[src/rtl/uth_params.svh]
// Constants for the untraceable command handler
// Contract
// RULE1: Execute only while tag is secured
// RULE2: Frame fields, order and opcode fixed
// RULE3: Ignore the spare flag bit entirely
// RULE4: Item field: hide bit plus word count
// RULE5: Protocol word size follows item length
// RULE6: Identity field: none, from 20h, all
// RULE7: Hidden memory absent while tag open
// RULE8: Hidden access answers memory overrun error
// RULE9: Range field: normal, toggle, reduced
// RULE10: Toggled range reverts after power loss
// RULE11: Outside secured: no reply, state moves
// RULE12: Secured and executable: update, header reply
// RULE13: Reserved codes, bad handle, CRC refused
`ifndef UTH_PARAMS_SVH
`define UTH_PARAMS_SVH
// Frame layout, bit 61 is the first bit on air
`define UTH_FRAME_W     62
`define UTH_OPCODE      16'hE200
`define UTH_F_OPC_MSB   61
`define UTH_F_OPC_LSB   46
`define UTH_F_SPR_MSB   45
`define UTH_F_SPR_LSB   44
`define UTH_F_ITM_MSB   42
`define UTH_F_ITM_LSB   37
`define UTH_F_ID_MSB    36
`define UTH_F_ID_LSB    35
`define UTH_F_USR       34
`define UTH_F_RNG_MSB   33
`define UTH_F_RNG_LSB   32
`define UTH_F_HDL_MSB   31
`define UTH_F_HDL_LSB   16
// Field codes
`define UTH_ID_NONE     2'h0
`define UTH_ID_SOME     2'h1
`define UTH_ID_ALL      2'h2
`define UTH_ID_RSVD     2'h3
`define UTH_RNG_NORMAL  2'h0
`define UTH_RNG_TOGGLE  2'h1
`define UTH_RNG_REDUCED 2'h2
`define UTH_RNG_RSVD    2'h3
// CRC-16 preset and good residue
`define UTH_CRC_PRESET  16'hFFFF
`define UTH_CRC_POLY    16'h1021
`define UTH_CRC_RESID   16'h1D0F
// Memory banks and hiding boundaries (word addresses)
`define UTH_BANK_ITEM   2'h1
`define UTH_BANK_ID     2'h2
`define UTH_BANK_USER   2'h3
`define UTH_ITEM_BASE   8'h02
`define UTH_ID_BOUND    8'h20
// Register byte offsets
`define UTH_REG_CTRL    8'h00
`define UTH_REG_SET     8'h04
`define UTH_REG_STAT    8'h08
`define UTH_REG_CNT     8'h0C
// Settings register layout and reset values
`define UTH_S_LEN_MSB   4
`define UTH_S_HIDE      5
`define UTH_S_ID_MSB    7
`define UTH_S_ID_LSB    6
`define UTH_S_USR       8
`define UTH_S_RNG       9
`define UTH_RST_LEN     5'h06
`define UTH_RST_CTRL    1'h1
`endif

[src/rtl/uth_pkg.sv]
// Types shared by the untraceable command handler
package uth_pkg;
  // Handler sequencer, one-hot
  typedef enum logic [2:0] {
    UTH_IDLE  = 3'h1,
    UTH_EVAL  = 3'h2,
    UTH_REPLY = 3'h4
  } uth_fsm_t;
  // Tag protocol states, one-hot, driven by the tag state machine
  typedef enum logic [6:0] {
    UTH_TS_READY   = 7'h01,
    UTH_TS_ARB     = 7'h02,
    UTH_TS_REPLY   = 7'h04,
    UTH_TS_ACK     = 7'h08,
    UTH_TS_OPEN    = 7'h10,
    UTH_TS_SECURED = 7'h20,
    UTH_TS_KILLED  = 7'h40
  } uth_tag_t;
endpackage : uth_pkg

[src/rtl/uth_crc16.sv]
// CRC-16 residue check over a whole received frame
`include "uth_params.svh"
module uth_crc16 import uth_pkg::*; #(
  parameter int W = `UTH_FRAME_W
) (
  input  wire logic         clk_i,
  input  wire logic         srst_i,
  input  wire logic [W-1:0] data_i,
  output logic              ok_o
);
  logic [15:0] crc;   // Running remainder
  logic        fb;    // Feedback bit

  // Whole frame in one cycle; depth is W stages of xor, fine at 100 MHz
  always_comb begin
    crc = `UTH_CRC_PRESET;
    fb  = 1'b0;
    for (int i = W - 1; i >= 0; i--) begin
      fb  = crc[15] ^ data_i[i];
      crc = {crc[14:0], 1'b0} ^ (fb ? `UTH_CRC_POLY : 16'h0000);
    end
  end

  // Registered verdict, valid one cycle after the data
  always_ff @(posedge clk_i) begin
    if (srst_i) begin
      ok_o <= 1'b0;
    end else begin
      ok_o <= (crc == `UTH_CRC_RESID);
    end
  end
endmodule : uth_crc16

[src/rtl/uth_hide_check.sv]
// Access filter that turns hidden memory into a memory overrun
`include "uth_params.svh"
module uth_hide_check import uth_pkg::*; #(
  parameter int AW = 8
) (
  input  wire logic          clk_i,
  input  wire logic          srst_i,
  input  wire logic          acc_valid_i,
  input  wire logic [1:0]    acc_bank_i,
  input  wire logic [AW-1:0] acc_addr_i,
  input  wire logic          tag_open_i,
  input  wire logic          item_hide_i,
  input  wire logic [4:0]    item_len_i,
  input  wire logic [1:0]    id_hide_i,
  input  wire logic          user_hide_i,
  output logic               acc_done_o,
  output logic               acc_overrun_o
);
  logic [AW-1:0] item_end;  // First word past the item code
  logic          hidden;    // Target lies in hidden memory

  assign item_end = AW'({3'h0, item_len_i}) + AW'(`UTH_ITEM_BASE);

  // Hiding only matters in the open state; secured sees everything
  always_comb begin
    hidden = 1'b0;
    if (tag_open_i) begin  // [RULE7]
      unique case (acc_bank_i)
        `UTH_BANK_ITEM: hidden = item_hide_i && (acc_addr_i >= item_end);
        `UTH_BANK_ID: begin  // [RULE6]
          hidden = (id_hide_i == `UTH_ID_ALL) ||
                   ((id_hide_i == `UTH_ID_SOME) &&
                    (acc_addr_i >= AW'(`UTH_ID_BOUND)));
        end
        `UTH_BANK_USER: hidden = user_hide_i;
        default:        hidden = 1'b0;
      endcase
    end
  end

  // One-cycle verdict per access
  always_ff @(posedge clk_i) begin
    if (srst_i) begin
      acc_done_o    <= 1'b0;
      acc_overrun_o <= 1'b0;
    end else begin
      acc_done_o    <= acc_valid_i;
      acc_overrun_o <= acc_valid_i && hidden;  // [RULE8]
    end
  end
endmodule : uth_hide_check

[src/rtl/uth_handler.sv]
// Untraceable command decoder, executor and APB register file
`include "uth_params.svh"
module uth_handler import uth_pkg::*; #(
  parameter int AW = 8
) (
  input  wire logic                    clk_i,
  input  wire logic                    srst_i,
  // APB slave
  input  wire logic                    psel,
  input  wire logic                    penable,
  input  wire logic                    pwrite,
  input  wire logic [7:0]              paddr,
  input  wire logic [31:0]             pwdata,
  output logic [31:0]                  prdata,
  output logic                         pready,
  output logic                         pslverr,
  // Decoded frame from the air interface receiver
  input  wire logic                    frame_valid_i,
  input  wire logic [`UTH_FRAME_W-1:0] frame_data_i,
  output logic                         frame_ready_o,
  input  wire logic [15:0]             session_handle_i,
  input  wire logic [6:0]              tag_state_i,
  output logic                         state_upd_o,
  output logic [6:0]                   next_tag_state_o,
  output logic                         reply_hdr_o,
  // Power supervisor pin, asynchronous
  input  wire logic                    power_loss_i,
  // Memory access filter
  input  wire logic                    acc_valid_i,
  input  wire logic [1:0]              acc_bank_i,
  input  wire logic [AW-1:0]           acc_addr_i,
  output logic                         acc_done_o,
  output logic                         acc_overrun_o,
  // Live settings toward the modulator and the inventory logic
  output logic [4:0]                   pcw_len_o,
  output logic                         range_reduced_o
);
  uth_fsm_t                  fsm;          // Sequencer state
  logic [`UTH_FRAME_W-1:0]   frame_q;      // Captured frame
  logic [15:0]               handle_q;     // Handle at capture
  uth_tag_t                  tag_q;        // Tag state at capture
  logic                      crc_ok;       // Residue check verdict
  logic                      cmd_en;       // Software enable
  logic [4:0]                item_len;     // Backscattered item words
  logic                      item_hide;    // Hide above item code
  logic [1:0]                id_hide;      // Identity hiding code
  logic                      user_hide;    // User bank hidden
  logic                      range_nv;     // Stored range, 1 = reduced
  logic                      toggled;      // Volatile range flip
  logic                      pl_meta;      // Power-loss sync stage 1
  logic                      pl_sync;      // Power-loss sync stage 2
  logic [15:0]               n_exec;       // Executed commands
  logic [15:0]               n_refused;    // Refused commands
  logic                      opc_hit;      // Opcode matches
  logic                      executable;   // Frame passes every check
  logic                      apply;        // Settings change this cycle
  logic                      set_wr;       // Software writes settings
  logic                      mapped;       // Address hits a register

  // Field views; the flag bit between spare and item is never read
  logic [5:0] f_item;                                   // [RULE3]
  logic [1:0] f_id;
  logic       f_user;
  logic [1:0] f_rng;
  assign f_item = frame_q[`UTH_F_ITM_MSB:`UTH_F_ITM_LSB];  // [RULE2]
  assign f_id   = frame_q[`UTH_F_ID_MSB:`UTH_F_ID_LSB];
  assign f_user = frame_q[`UTH_F_USR];
  assign f_rng  = frame_q[`UTH_F_RNG_MSB:`UTH_F_RNG_LSB];

  // Residue check runs on the incoming frame, ready in EVAL
  uth_crc16 #(.W(`UTH_FRAME_W)) u_crc (
    .clk_i  (clk_i),
    .srst_i (srst_i),
    .data_i (frame_data_i),
    .ok_o   (crc_ok)
  );

  // Hidden memory filter for reads and writes from the reader
  uth_hide_check #(.AW(AW)) u_hide (
    .clk_i         (clk_i),
    .srst_i        (srst_i),
    .acc_valid_i   (acc_valid_i),
    .acc_bank_i    (acc_bank_i),
    .acc_addr_i    (acc_addr_i),
    .tag_open_i    (tag_state_i == UTH_TS_OPEN),
    .item_hide_i   (item_hide),
    .item_len_i    (item_len),
    .id_hide_i     (id_hide),
    .user_hide_i   (user_hide),
    .acc_done_o    (acc_done_o),
    .acc_overrun_o (acc_overrun_o)
  );

  // Power-loss pin is asynchronous; only pl_sync is read by logic
  always_ff @(posedge clk_i) begin
    if (srst_i) begin
      pl_meta <= 1'b0;
      pl_sync <= 1'b0;
    end else begin
      pl_meta <= power_loss_i;
      pl_sync <= pl_meta;
    end
  end

  // Frames are accepted only while idle; others see ready low
  assign frame_ready_o = (fsm == UTH_IDLE);

  // Opcode match only; spare bits are checked in executable
  assign opc_hit = frame_q[`UTH_F_OPC_MSB:`UTH_F_OPC_LSB] == `UTH_OPCODE;

  // Reserved codes, a stale handle or a bad CRC make it unexecutable
  assign executable = opc_hit && crc_ok &&                       // [RULE13]
    (frame_q[`UTH_F_SPR_MSB:`UTH_F_SPR_LSB] == 2'h0) &&          // [RULE2]
    (f_id != `UTH_ID_RSVD) && (f_rng != `UTH_RNG_RSVD) &&
    (frame_q[`UTH_F_HDL_MSB:`UTH_F_HDL_LSB] == handle_q);

  // Settings change only from the secured state
  assign apply = (fsm == UTH_EVAL) && executable &&
                 (tag_q == UTH_TS_SECURED);                      // [RULE1]

  // Sequencer: capture, judge, then one reply cycle
  always_ff @(posedge clk_i) begin
    if (srst_i) begin
      fsm <= UTH_IDLE;
    end else begin
      unique case (fsm)
        UTH_IDLE:  if (frame_valid_i && cmd_en) fsm <= UTH_EVAL;
        UTH_EVAL:  fsm <= UTH_REPLY;
        UTH_REPLY: fsm <= UTH_IDLE;
        default:   fsm <= UTH_IDLE;
      endcase
    end
  end

  // Capture the frame with the handle and tag state it arrived under
  always_ff @(posedge clk_i) begin
    if (srst_i) begin
      frame_q  <= '0;
      handle_q <= 16'h0000;
      tag_q    <= UTH_TS_READY;
    end else if (fsm == UTH_IDLE && frame_valid_i) begin
      frame_q  <= frame_data_i;
      handle_q <= session_handle_i;
      tag_q    <= uth_tag_t'(tag_state_i);
    end
  end

  // Answer toward the tag state machine and the modulator
  always_ff @(posedge clk_i) begin
    if (srst_i) begin
      state_upd_o      <= 1'b0;
      next_tag_state_o <= UTH_TS_READY;
      reply_hdr_o      <= 1'b0;
    end else begin
      state_upd_o <= (fsm == UTH_EVAL) && opc_hit;
      reply_hdr_o <= apply;                                      // [RULE12]
      if (fsm == UTH_EVAL) begin
        // Not secured: silence, and the inventory states fall back
        unique case (tag_q)
          UTH_TS_ARB, UTH_TS_REPLY,
          UTH_TS_ACK: next_tag_state_o <= UTH_TS_ARB;            // [RULE11]
          default:    next_tag_state_o <= tag_q;
        endcase
      end
    end
  end

  // Software writes the stored settings, as the memory preload would
  assign set_wr = psel && penable && pwrite && (paddr == `UTH_REG_SET);

  // Hiding settings; a command in the same cycle wins over software
  always_ff @(posedge clk_i) begin
    if (srst_i) begin
      item_len  <= `UTH_RST_LEN;
      item_hide <= 1'b0;
      id_hide   <= `UTH_ID_NONE;
      user_hide <= 1'b0;
    end else if (apply) begin
      item_len  <= f_item[4:0];                                  // [RULE4]
      item_hide <= f_item[5];
      id_hide   <= f_id;                                         // [RULE6]
      user_hide <= f_user;                                       // [RULE7]
    end else if (set_wr) begin
      item_len  <= pwdata[`UTH_S_LEN_MSB:0];
      item_hide <= pwdata[`UTH_S_HIDE];
      id_hide   <= pwdata[`UTH_S_ID_MSB:`UTH_S_ID_LSB];
      user_hide <= pwdata[`UTH_S_USR];
    end
  end

  // Protocol control word size bits track the item length
  always_ff @(posedge clk_i) begin
    if (srst_i) begin
      pcw_len_o <= `UTH_RST_LEN;
    end else begin
      pcw_len_o <= item_len;                                     // [RULE5]
    end
  end

  // Stored range plus a volatile flip that power loss discards
  always_ff @(posedge clk_i) begin
    if (srst_i) begin
      range_nv <= 1'b0;
      toggled  <= 1'b0;
    end else if (apply && f_rng != `UTH_RNG_TOGGLE) begin
      range_nv <= (f_rng == `UTH_RNG_REDUCED);                   // [RULE9]
      toggled  <= 1'b0;
    end else if (apply) begin
      toggled  <= ~toggled;                                      // [RULE9]
    end else begin
      // A preload during power loss must not be dropped
      if (pl_sync) begin
        toggled  <= 1'b0;                                        // [RULE10]
      end
      if (set_wr) begin
        range_nv <= pwdata[`UTH_S_RNG];
      end
    end
  end

  // Effective range seen by the modulator
  always_ff @(posedge clk_i) begin
    if (srst_i) begin
      range_reduced_o <= 1'b0;
    end else begin
      range_reduced_o <= range_nv ^ toggled;
    end
  end

  // Command statistics; counters wrap
  always_ff @(posedge clk_i) begin
    if (srst_i) begin
      n_exec    <= 16'h0000;
      n_refused <= 16'h0000;
    end else if (apply) begin
      n_exec    <= n_exec + 16'h0001;
    end else if (fsm == UTH_EVAL && opc_hit) begin
      n_refused <= n_refused + 16'h0001;
    end
  end

  // Control register: clearing the enable makes the handler deaf
  always_ff @(posedge clk_i) begin
    if (srst_i) begin
      cmd_en <= `UTH_RST_CTRL;
    end else if (psel && penable && pwrite && paddr == `UTH_REG_CTRL) begin
      cmd_en <= pwdata[0];
    end
  end

  // APB: no wait states, error for unmapped addresses
  always_comb begin
    unique case (paddr)
      `UTH_REG_CTRL, `UTH_REG_SET,
      `UTH_REG_STAT, `UTH_REG_CNT: mapped = 1'b1;
      default:                     mapped = 1'b0;
    endcase
  end
  assign pready  = psel && penable;
  assign pslverr = psel && penable && !mapped;

  // Read data latched in the setup phase so it comes from a flop
  always_ff @(posedge clk_i) begin
    if (srst_i) begin
      prdata <= 32'h0000_0000;
    end else if (psel && !penable) begin
      unique case (paddr)
        `UTH_REG_CTRL: prdata <= {31'h0000_0000, cmd_en};
        `UTH_REG_SET:  prdata <= {22'h00_0000, range_nv, user_hide,
                                  id_hide, item_hide, item_len};
        `UTH_REG_STAT: prdata <= {29'h0000_0000, (fsm != UTH_IDLE),
                                  toggled, range_nv ^ toggled};
        `UTH_REG_CNT:  prdata <= {n_refused, n_exec};
        default:       prdata <= 32'h0000_0000;
      endcase
    end
  end
endmodule : uth_handler

[config.mk]
export PLATFORM = sky130hd
export DESIGN_NAME = uth_handler
export DESIGN_NICKNAME = d
export VERILOG_FILES = /design/src/rtl/uth_pkg.sv /design/src/rtl/uth_crc16.sv /design/src/rtl/uth_hide_check.sv /design/src/rtl/uth_handler.sv
export VERILOG_INCLUDE_DIRS = /design/src /design/src/rtl
export SDC_FILE = /design/constraint.sdc
export NUM_CORES = 1
export LEC_CHECK = 0
export BUFFER_PORTS_ARGS = -buffer_cell sky130_fd_sc_hd__buf_4
export CELL_PAD_IN_SITES_DETAIL_PLACEMENT = 0
export CELL_PAD_IN_SITES_GLOBAL_PLACEMENT = 1
export CORE_MARGIN = 1.5
export CORE_UTILIZATION = 45
export DETAILED_ROUTE_END_ITERATION = 12
export PLACE_DENSITY_LB_ADDON = 0.1
export SYNTH_ARGS = -nofsm -noshare
export SYNTH_HDL_FRONTEND = slang
export SYNTH_HIERARCHICAL = 1
export SYNTH_SLANG_ARGS = --single-unit
export TNS_END_PERCENT = 100
[constraint.sdc]
create_clock -name clk_i -period 7.88 [get_ports clk_i]
set_clock_uncertainty 0.2 [all_clocks]
set_input_delay 0.788 -clock clk_i [delete_from_list [all_inputs] [get_ports clk_i]]
set_output_delay 0.788 -clock clk_i [all_outputs]
set_load 0.005 [all_outputs]
# Word-level counts from Yosys, hierarchy flattened
# Cells that the tools add are included.
# totals
inputBits	143
output_inout_bits	52
register_bits	184
elab_cells	295
# classes
add_sub_neg	3
reduce_logical	33
muxes	82
magnitude_cmp	2
bitwise	126
n_eq_ne	25
# ops
cell	n
16-bit XOR	61
13-bit two-way mux	62
32-bit case mux with 4 select lines	1
1-bit XOR	62
16-bit by 1-bit adder with 16-bit output, second input constant	2
1-bit logical AND	20
16-bit by 13-bit == test with 1-bit output, second input constant	1
16-bit == test	1
16-bit == test, second input constant	1
8-bit by 4-bit == test with 1-bit output, second input constant	2
15-bit NOT	1
1-bit two-way mux	11
5-bit two-way mux	2
2-bit == test, second input constant	4
8-bit by 3-bit == test with 1-bit output, second input constant	1
8-bit by 6-bit greater-or-equal comparator with 1-bit output, second input constant	1
8-bit greater-or-equal comparator	1
8-bit zero test	1
7-bit by 2-bit == test with 1-bit output, second input constant	1
7-bit by 3-bit == test with 1-bit output, second input constant	1
7-bit by 4-bit == test with 1-bit output, second input constant	1
7-bit by 5-bit == test with 1-bit output, second input constant	1
7-bit by 6-bit == test with 1-bit output, second input constant	1
7-bit two-way mux	1
20 further kinds	30

# Logic depth before layout (Yosys ltp)
# logic_depth
ltp_word	186
depth_mapped	10
ltp_nobuf	9

# Cells and area by module
# Netlist, hierarchy kept.
# by_module_without_submodules
mod	cells_each	n_inst	seq_area_each_um2	area_per_inst_um2
uth_handler	778	1	3283.1	6592.6
uth_crc16	153	1	20.0	2079.5
uth_hide_check	34	1	40.0	282.8

# Worst setup path before layout
# No wires, ideal clock.
# synth_timing
path_type	input to register
startpoint	input frame_data_i[55]
endpoint	register u_crc.ok_o
required_ns	7.593
arrival_ns	3.831
slack_ns	3.762
stages	10
setup_ns	0.087
path_buffers	1
cell_sequence	clkbuf_1 xnor3_1 xor2_1 xnor3_1 xor2_1 xor3_1 or2_2 o221ai_1 o21ai_0 nor4b_2
# synth_via
elab_chain_cells	85
elab_cells_between_ends	139
cone_classes	eq/ne: 1; mux: 41; bitwise: 97
# synth_lines
item	line	rtl
start: declaration	uth_handler.sv:19	input wire logic [`UTH_FRAME_W-1:0] frame_data_i,
1-bit XOR (*)	uth_crc16.sv:19	fb = crc[15] ^ data_i[i];
13-bit two-way mux (*)	uth_crc16.sv:20	crc = {crc[14:0], 1'b0} ^ (fb ? `UTH_CRC_POLY : 16'h0000);
16-bit XOR (*) (4 in a row)	uth_crc16.sv:20	
1-bit XOR	uth_crc16.sv:19	
13-bit two-way mux	uth_crc16.sv:20	
16-bit XOR (*) (4 in a row)	uth_crc16.sv:20	
1-bit XOR	uth_crc16.sv:19	
13-bit two-way mux	uth_crc16.sv:20	
[... 54 more ...]	-	
16-bit XOR (*) (4 in a row)	uth_crc16.sv:20	
1-bit XOR	uth_crc16.sv:19	
13-bit two-way mux	uth_crc16.sv:20	
16-bit XOR (*) (4 in a row)	uth_crc16.sv:20	
1-bit XOR	uth_crc16.sv:19	
13-bit two-way mux	uth_crc16.sv:20	
16-bit XOR (*) (4 in a row)	uth_crc16.sv:20	
16-bit by 13-bit == test with 1-bit output (no source line) (*)	-	
end signal: assignment	uth_crc16.sv:29	ok_o <= (crc == `UTH_CRC_RESID);
end: declaration	uth_crc16.sv:9	output logic ok_o
# Mark *: on every way between the ends. The rest lies on a longest branch, timed or not.
# A chain may end at the register's enable or synchronous reset.

# Final worst setup path
# layout_timing
startpoint	input frame_data_i[58]
endpoint	register u_crc.ok_o
# layout_via
elab_chain_cells	90
elab_cells_between_ends	148
cone_classes	eq/ne: 1; mux: 44; bitwise: 103
# layout_lines
item	line
1-bit XOR (*)	uth_crc16.sv:19
13-bit two-way mux (*)	uth_crc16.sv:20
16-bit XOR (*) (4 in a row)	uth_crc16.sv:20
1-bit XOR	uth_crc16.sv:19
13-bit two-way mux	uth_crc16.sv:20
16-bit XOR (*) (4 in a row)	uth_crc16.sv:20
1-bit XOR	uth_crc16.sv:19
13-bit two-way mux	uth_crc16.sv:20
[... 60 more ...]	-
16-bit XOR (*) (4 in a row)	uth_crc16.sv:20
1-bit XOR	uth_crc16.sv:19
13-bit two-way mux	uth_crc16.sv:20
16-bit XOR (*) (4 in a row)	uth_crc16.sv:20
1-bit XOR	uth_crc16.sv:19
13-bit two-way mux	uth_crc16.sv:20
16-bit XOR (*) (3 in a row)	uth_crc16.sv:20
16-bit by 13-bit == test with 1-bit output (no source line) (*)	-
# Marked as above.

==> impl_metrics.csv <==
group,metric,value,unit
status,status,"finished, final reports clean",
routing,drt_iter0_markers,446,
critical_path,worstPathArrival,4.27,ns
critical_path,crit_required,8.00,ns
placed_design,post-place-ws,3.32,ns
global_route,grt_max_degree,88,
global_route,antenna_found_initial,0,
yosys,yosysMostFrequentCell,"nand2_1",
cts,clk_pin_slew,0.06,ns
critical_path,cp_max_fo,5,
yosys,syn_nets,1117,
yosys,synth_ff_type,"dfxtp_1",
routing,routed_wl,22600,um
cts,cts_tree,"done",
global_route,grt_pass1_wl,35300,um
floorplan,initial_core_util,0.460,
yosys,yosys-top-cells-count,"168 x nand2_1, 167 x dfxtp_1, 91 x a21oi_1",
global_route,grt_pass1_vias,6649,
critical_path,endpoint_kind,"flip-flop",
yosys,yosysTopAreaCell,"dfxtp_1",
global_route,grt_overflow,0,
floorplan,die_x,144,um
hold_path,hold_class,"flip-flop to flip-flop",
power_and_ir_drop,p_leak,0.00459,uW
cts,cts.sinks,167,
critical_path,critPathLaunchType,"input port",
cts,cts-hold-fix-buffers,0,
cts,post_cts_buffers,0,
sta,tightest_slew,0.916,ns
routing,avgViaCountPerCell,5.13,
yosys,ys_seq_elements,167,
placed_design,gp_congestion,0.883,
yosys,syn_area,8950,um2
cts,cts_resized,0,
finish,post_route_cells_drive_above_1_share,0.224,
cts,ctsHtreeMaxLevel,4,
routing,wl_per_cell,16.3,um
yosys,async_reset_ff_frac,0,
placed_design,port_buffers,172,
yosys,synth.avg_cell_area,9.28,um2
yosys,syn_inst,965,
cts,cts-root-buf,"clkbuf_16",
sta,slew_violations,0,
power_and_ir_drop,p_total,3440,uW
hold_path,min_path_cells,1,
cts,cts_made_buffers,17,
critical_path,r2r_start,"tag_q[0]",
routing,drc,0,
finish,layout.nets,1261,
yosys,ys_seq_area_frac,0.373,
sta,finalSetupViolCount,0,
finish,design_area,11000,um2
power_and_ir_drop,power_density,312,nW/um2
sta,timing.final.crit_share,0.526,
yosys,ys_warn_count,6,
run,drv_cap,0,
critical_path,r2r_end,"toggled",
finish,syn_to_final_growth,23.1,%
sta,setup_tns,0,ns
yosys,synth_area_leaders,"dfxtp_1 37%, xnor2_1 7.8%, nand2_1 7.0%, xnor3_1 7.0%, a21oi_1 5.1%",
floorplan,io_pins,195,
finish,final_util,0.566,
finish,n_antenna_cell,0,
sta,period_needed,4.15,ns
hold_path,min_to,"pl_sync",
critical_path,ff2ff_setup_slack,4.12,ns
floorplan,die-area,20800,um2
cts,clk_latency,0.43,ns
sta,rsz0062_at_grt,"no",
sta,setup_ws,3.73,ns
placed_design,placed_area,10400,um2
routing,first_pass_iters,6,
sta,maxSlewHeadroom,0.389,
routing,ant_nets,0,
floorplan,core,19500,um2
critical_path,r2r_cells,6,
global_route,grtUsageTotal,0.222,
floorplan,dieHeight,144,um
sta,hold_viol,0,
hold_path,min_from,"pl_meta",
yosys,synth-edff-count,0,
power_and_ir_drop,vdd_drop_max,412,uV
yosys,yosysUniqueCellTypes,62,
sta,fmax,241,MHz
critical_path,worstSetupPathType,"input port to flip-flop",
routing,route.vias.total,7117,
cts,clk_path_buf_depth,2,
placed_design,hpwl,17100,um
floorplan,rows,51,
yosys,yosysTopAreaCellShare,0.373,
==> worst max path at each step <==
stage                           startpoint         end  slack, ns  cells past startpoint
after floorplan           frame_data_i[55]  u_crc/ok_o       3.76                     10
after global placement    frame_data_i[58]  u_crc/ok_o       3.36                     10
after detailed placement  frame_data_i[58]  u_crc/ok_o       3.32                     10
after CTS                 frame_data_i[58]  u_crc/ok_o       3.76                     10
after global routing      frame_data_i[58]  u_crc/ok_o       3.57                     10
final                     frame_data_i[58]  u_crc/ok_o       3.73                     10
==> final cells by class <==
type | count | area (um2)
repair buffers | 177 | 1330
clock buffers | 19 | 433
multi-input cells | 732 | 5360
flip-flops and latches | 167 | 3340
fillers | 1886 | 8440
well taps | 265 | 332
clock inverters | 13 | 170
inverters | 14 | 52.6
==> power breakdown <==
group	leakage, uW	switching, uW	internal [uW]
sequential	0.00136	16.4	870
clock	0.000285	350	503
combinational	0.00295	787	912
total	0.00459	1150	2280
==> layout by cell type, fill, tap and decap left out, types with 4 or more instances in the layout <==
| master | count |
|---|---|
| buf_4 | 177 |
| nand2_1 | 167 |
| dfxtp_1 | 167 |
| a21oi_1 | 91 |
| xnor2_1 | 80 |
| nor2_1 | 73 |
| a22oi_1 | 35 |
| xor2_1 | 29 |
| xnor3_1 | 28 |
| nand3_1 | 21 |
| clkbuf_16 | 17 |
| mux2i_1 | 15 |
| inv_1 | 14 |
| nand4_1 | 11 |
| a211oi_1 | 11 |
| mux2_2 | 11 |
| nor2b_1 | 10 |
| o21ai_0 | 10 |
| nand2b_1 | 10 |
| xor3_1 | 10 |
| nor3_1 | 9 |
| ha_1 | 9 |
| or3_1 | 8 |
| or4_1 | 7 |
| a2111oi_0 | 6 |
| nor4_1 | 5 |
| and3_1 | 5 |
| o31ai_1 | 5 |
| xnor3_4 | 5 |
| or2_2 | 4 |
| and2_1 | 4 |
| nand3b_1 | 4 |
| o22ai_1 | 4 |
| inv_6 | 4 |
| xnor3_2 | 4 |
==> per-layer routing <==
layer	track usage	vias to the layer above	routed length, um
li1	-	3625	-
met1	0.288	3327	10100
met2	0.382	152	11100
met3	0.0470	13	1140
met4	0.0446	0	166
met5	0	-	0
==> state kept, by name, indices dropped and copies added, names as in the netlist, 2 cells and up <==
signal / flops
item_len: 5
fsm: 3
pcw_len_o: 5
prdata: 32
id_hide: 2
tag_q: 7
handle_q: 16
n_refused: 16
frame_q: 45
next_tag_state_o: 7
n_exec: 16
==> cells by family after synthesis <==
family                     Yosys count  synth area share
AOI/OAI and AO/OA                  177             0.123
xor gates and xnor gates           162             0.244
adders and majority gates            9            0.0126
buffers and inverters               66            0.0282
DFF                                167             0.373
muxes                               27            0.0331
and+or+nand+nor                    357             0.186
==> critical path, cell delays in order <==
cell and delay, ns:
buf_4 0.13, xnor3_2 0.51, xnor2_1 0.57, xor3_4 0.49, xnor2_1 0.31, xor2_2 0.25
xnor3_1 0.36, or4_1 0.47, mux2i_1 0.14, nor4b_2 0.24
==> stage by stage <==
step | instances | hold WS [ns]
after floorplan | 965 | 0.214
after detailed placement | 1355 | 0.237
after CTS | 1387 | 0.249
after global routing | 1387 | 0.266
final | 1387 | 0.241
after global placement | 1355 | 0.233
Note: power is estimated with default switching activity, not from simulation.
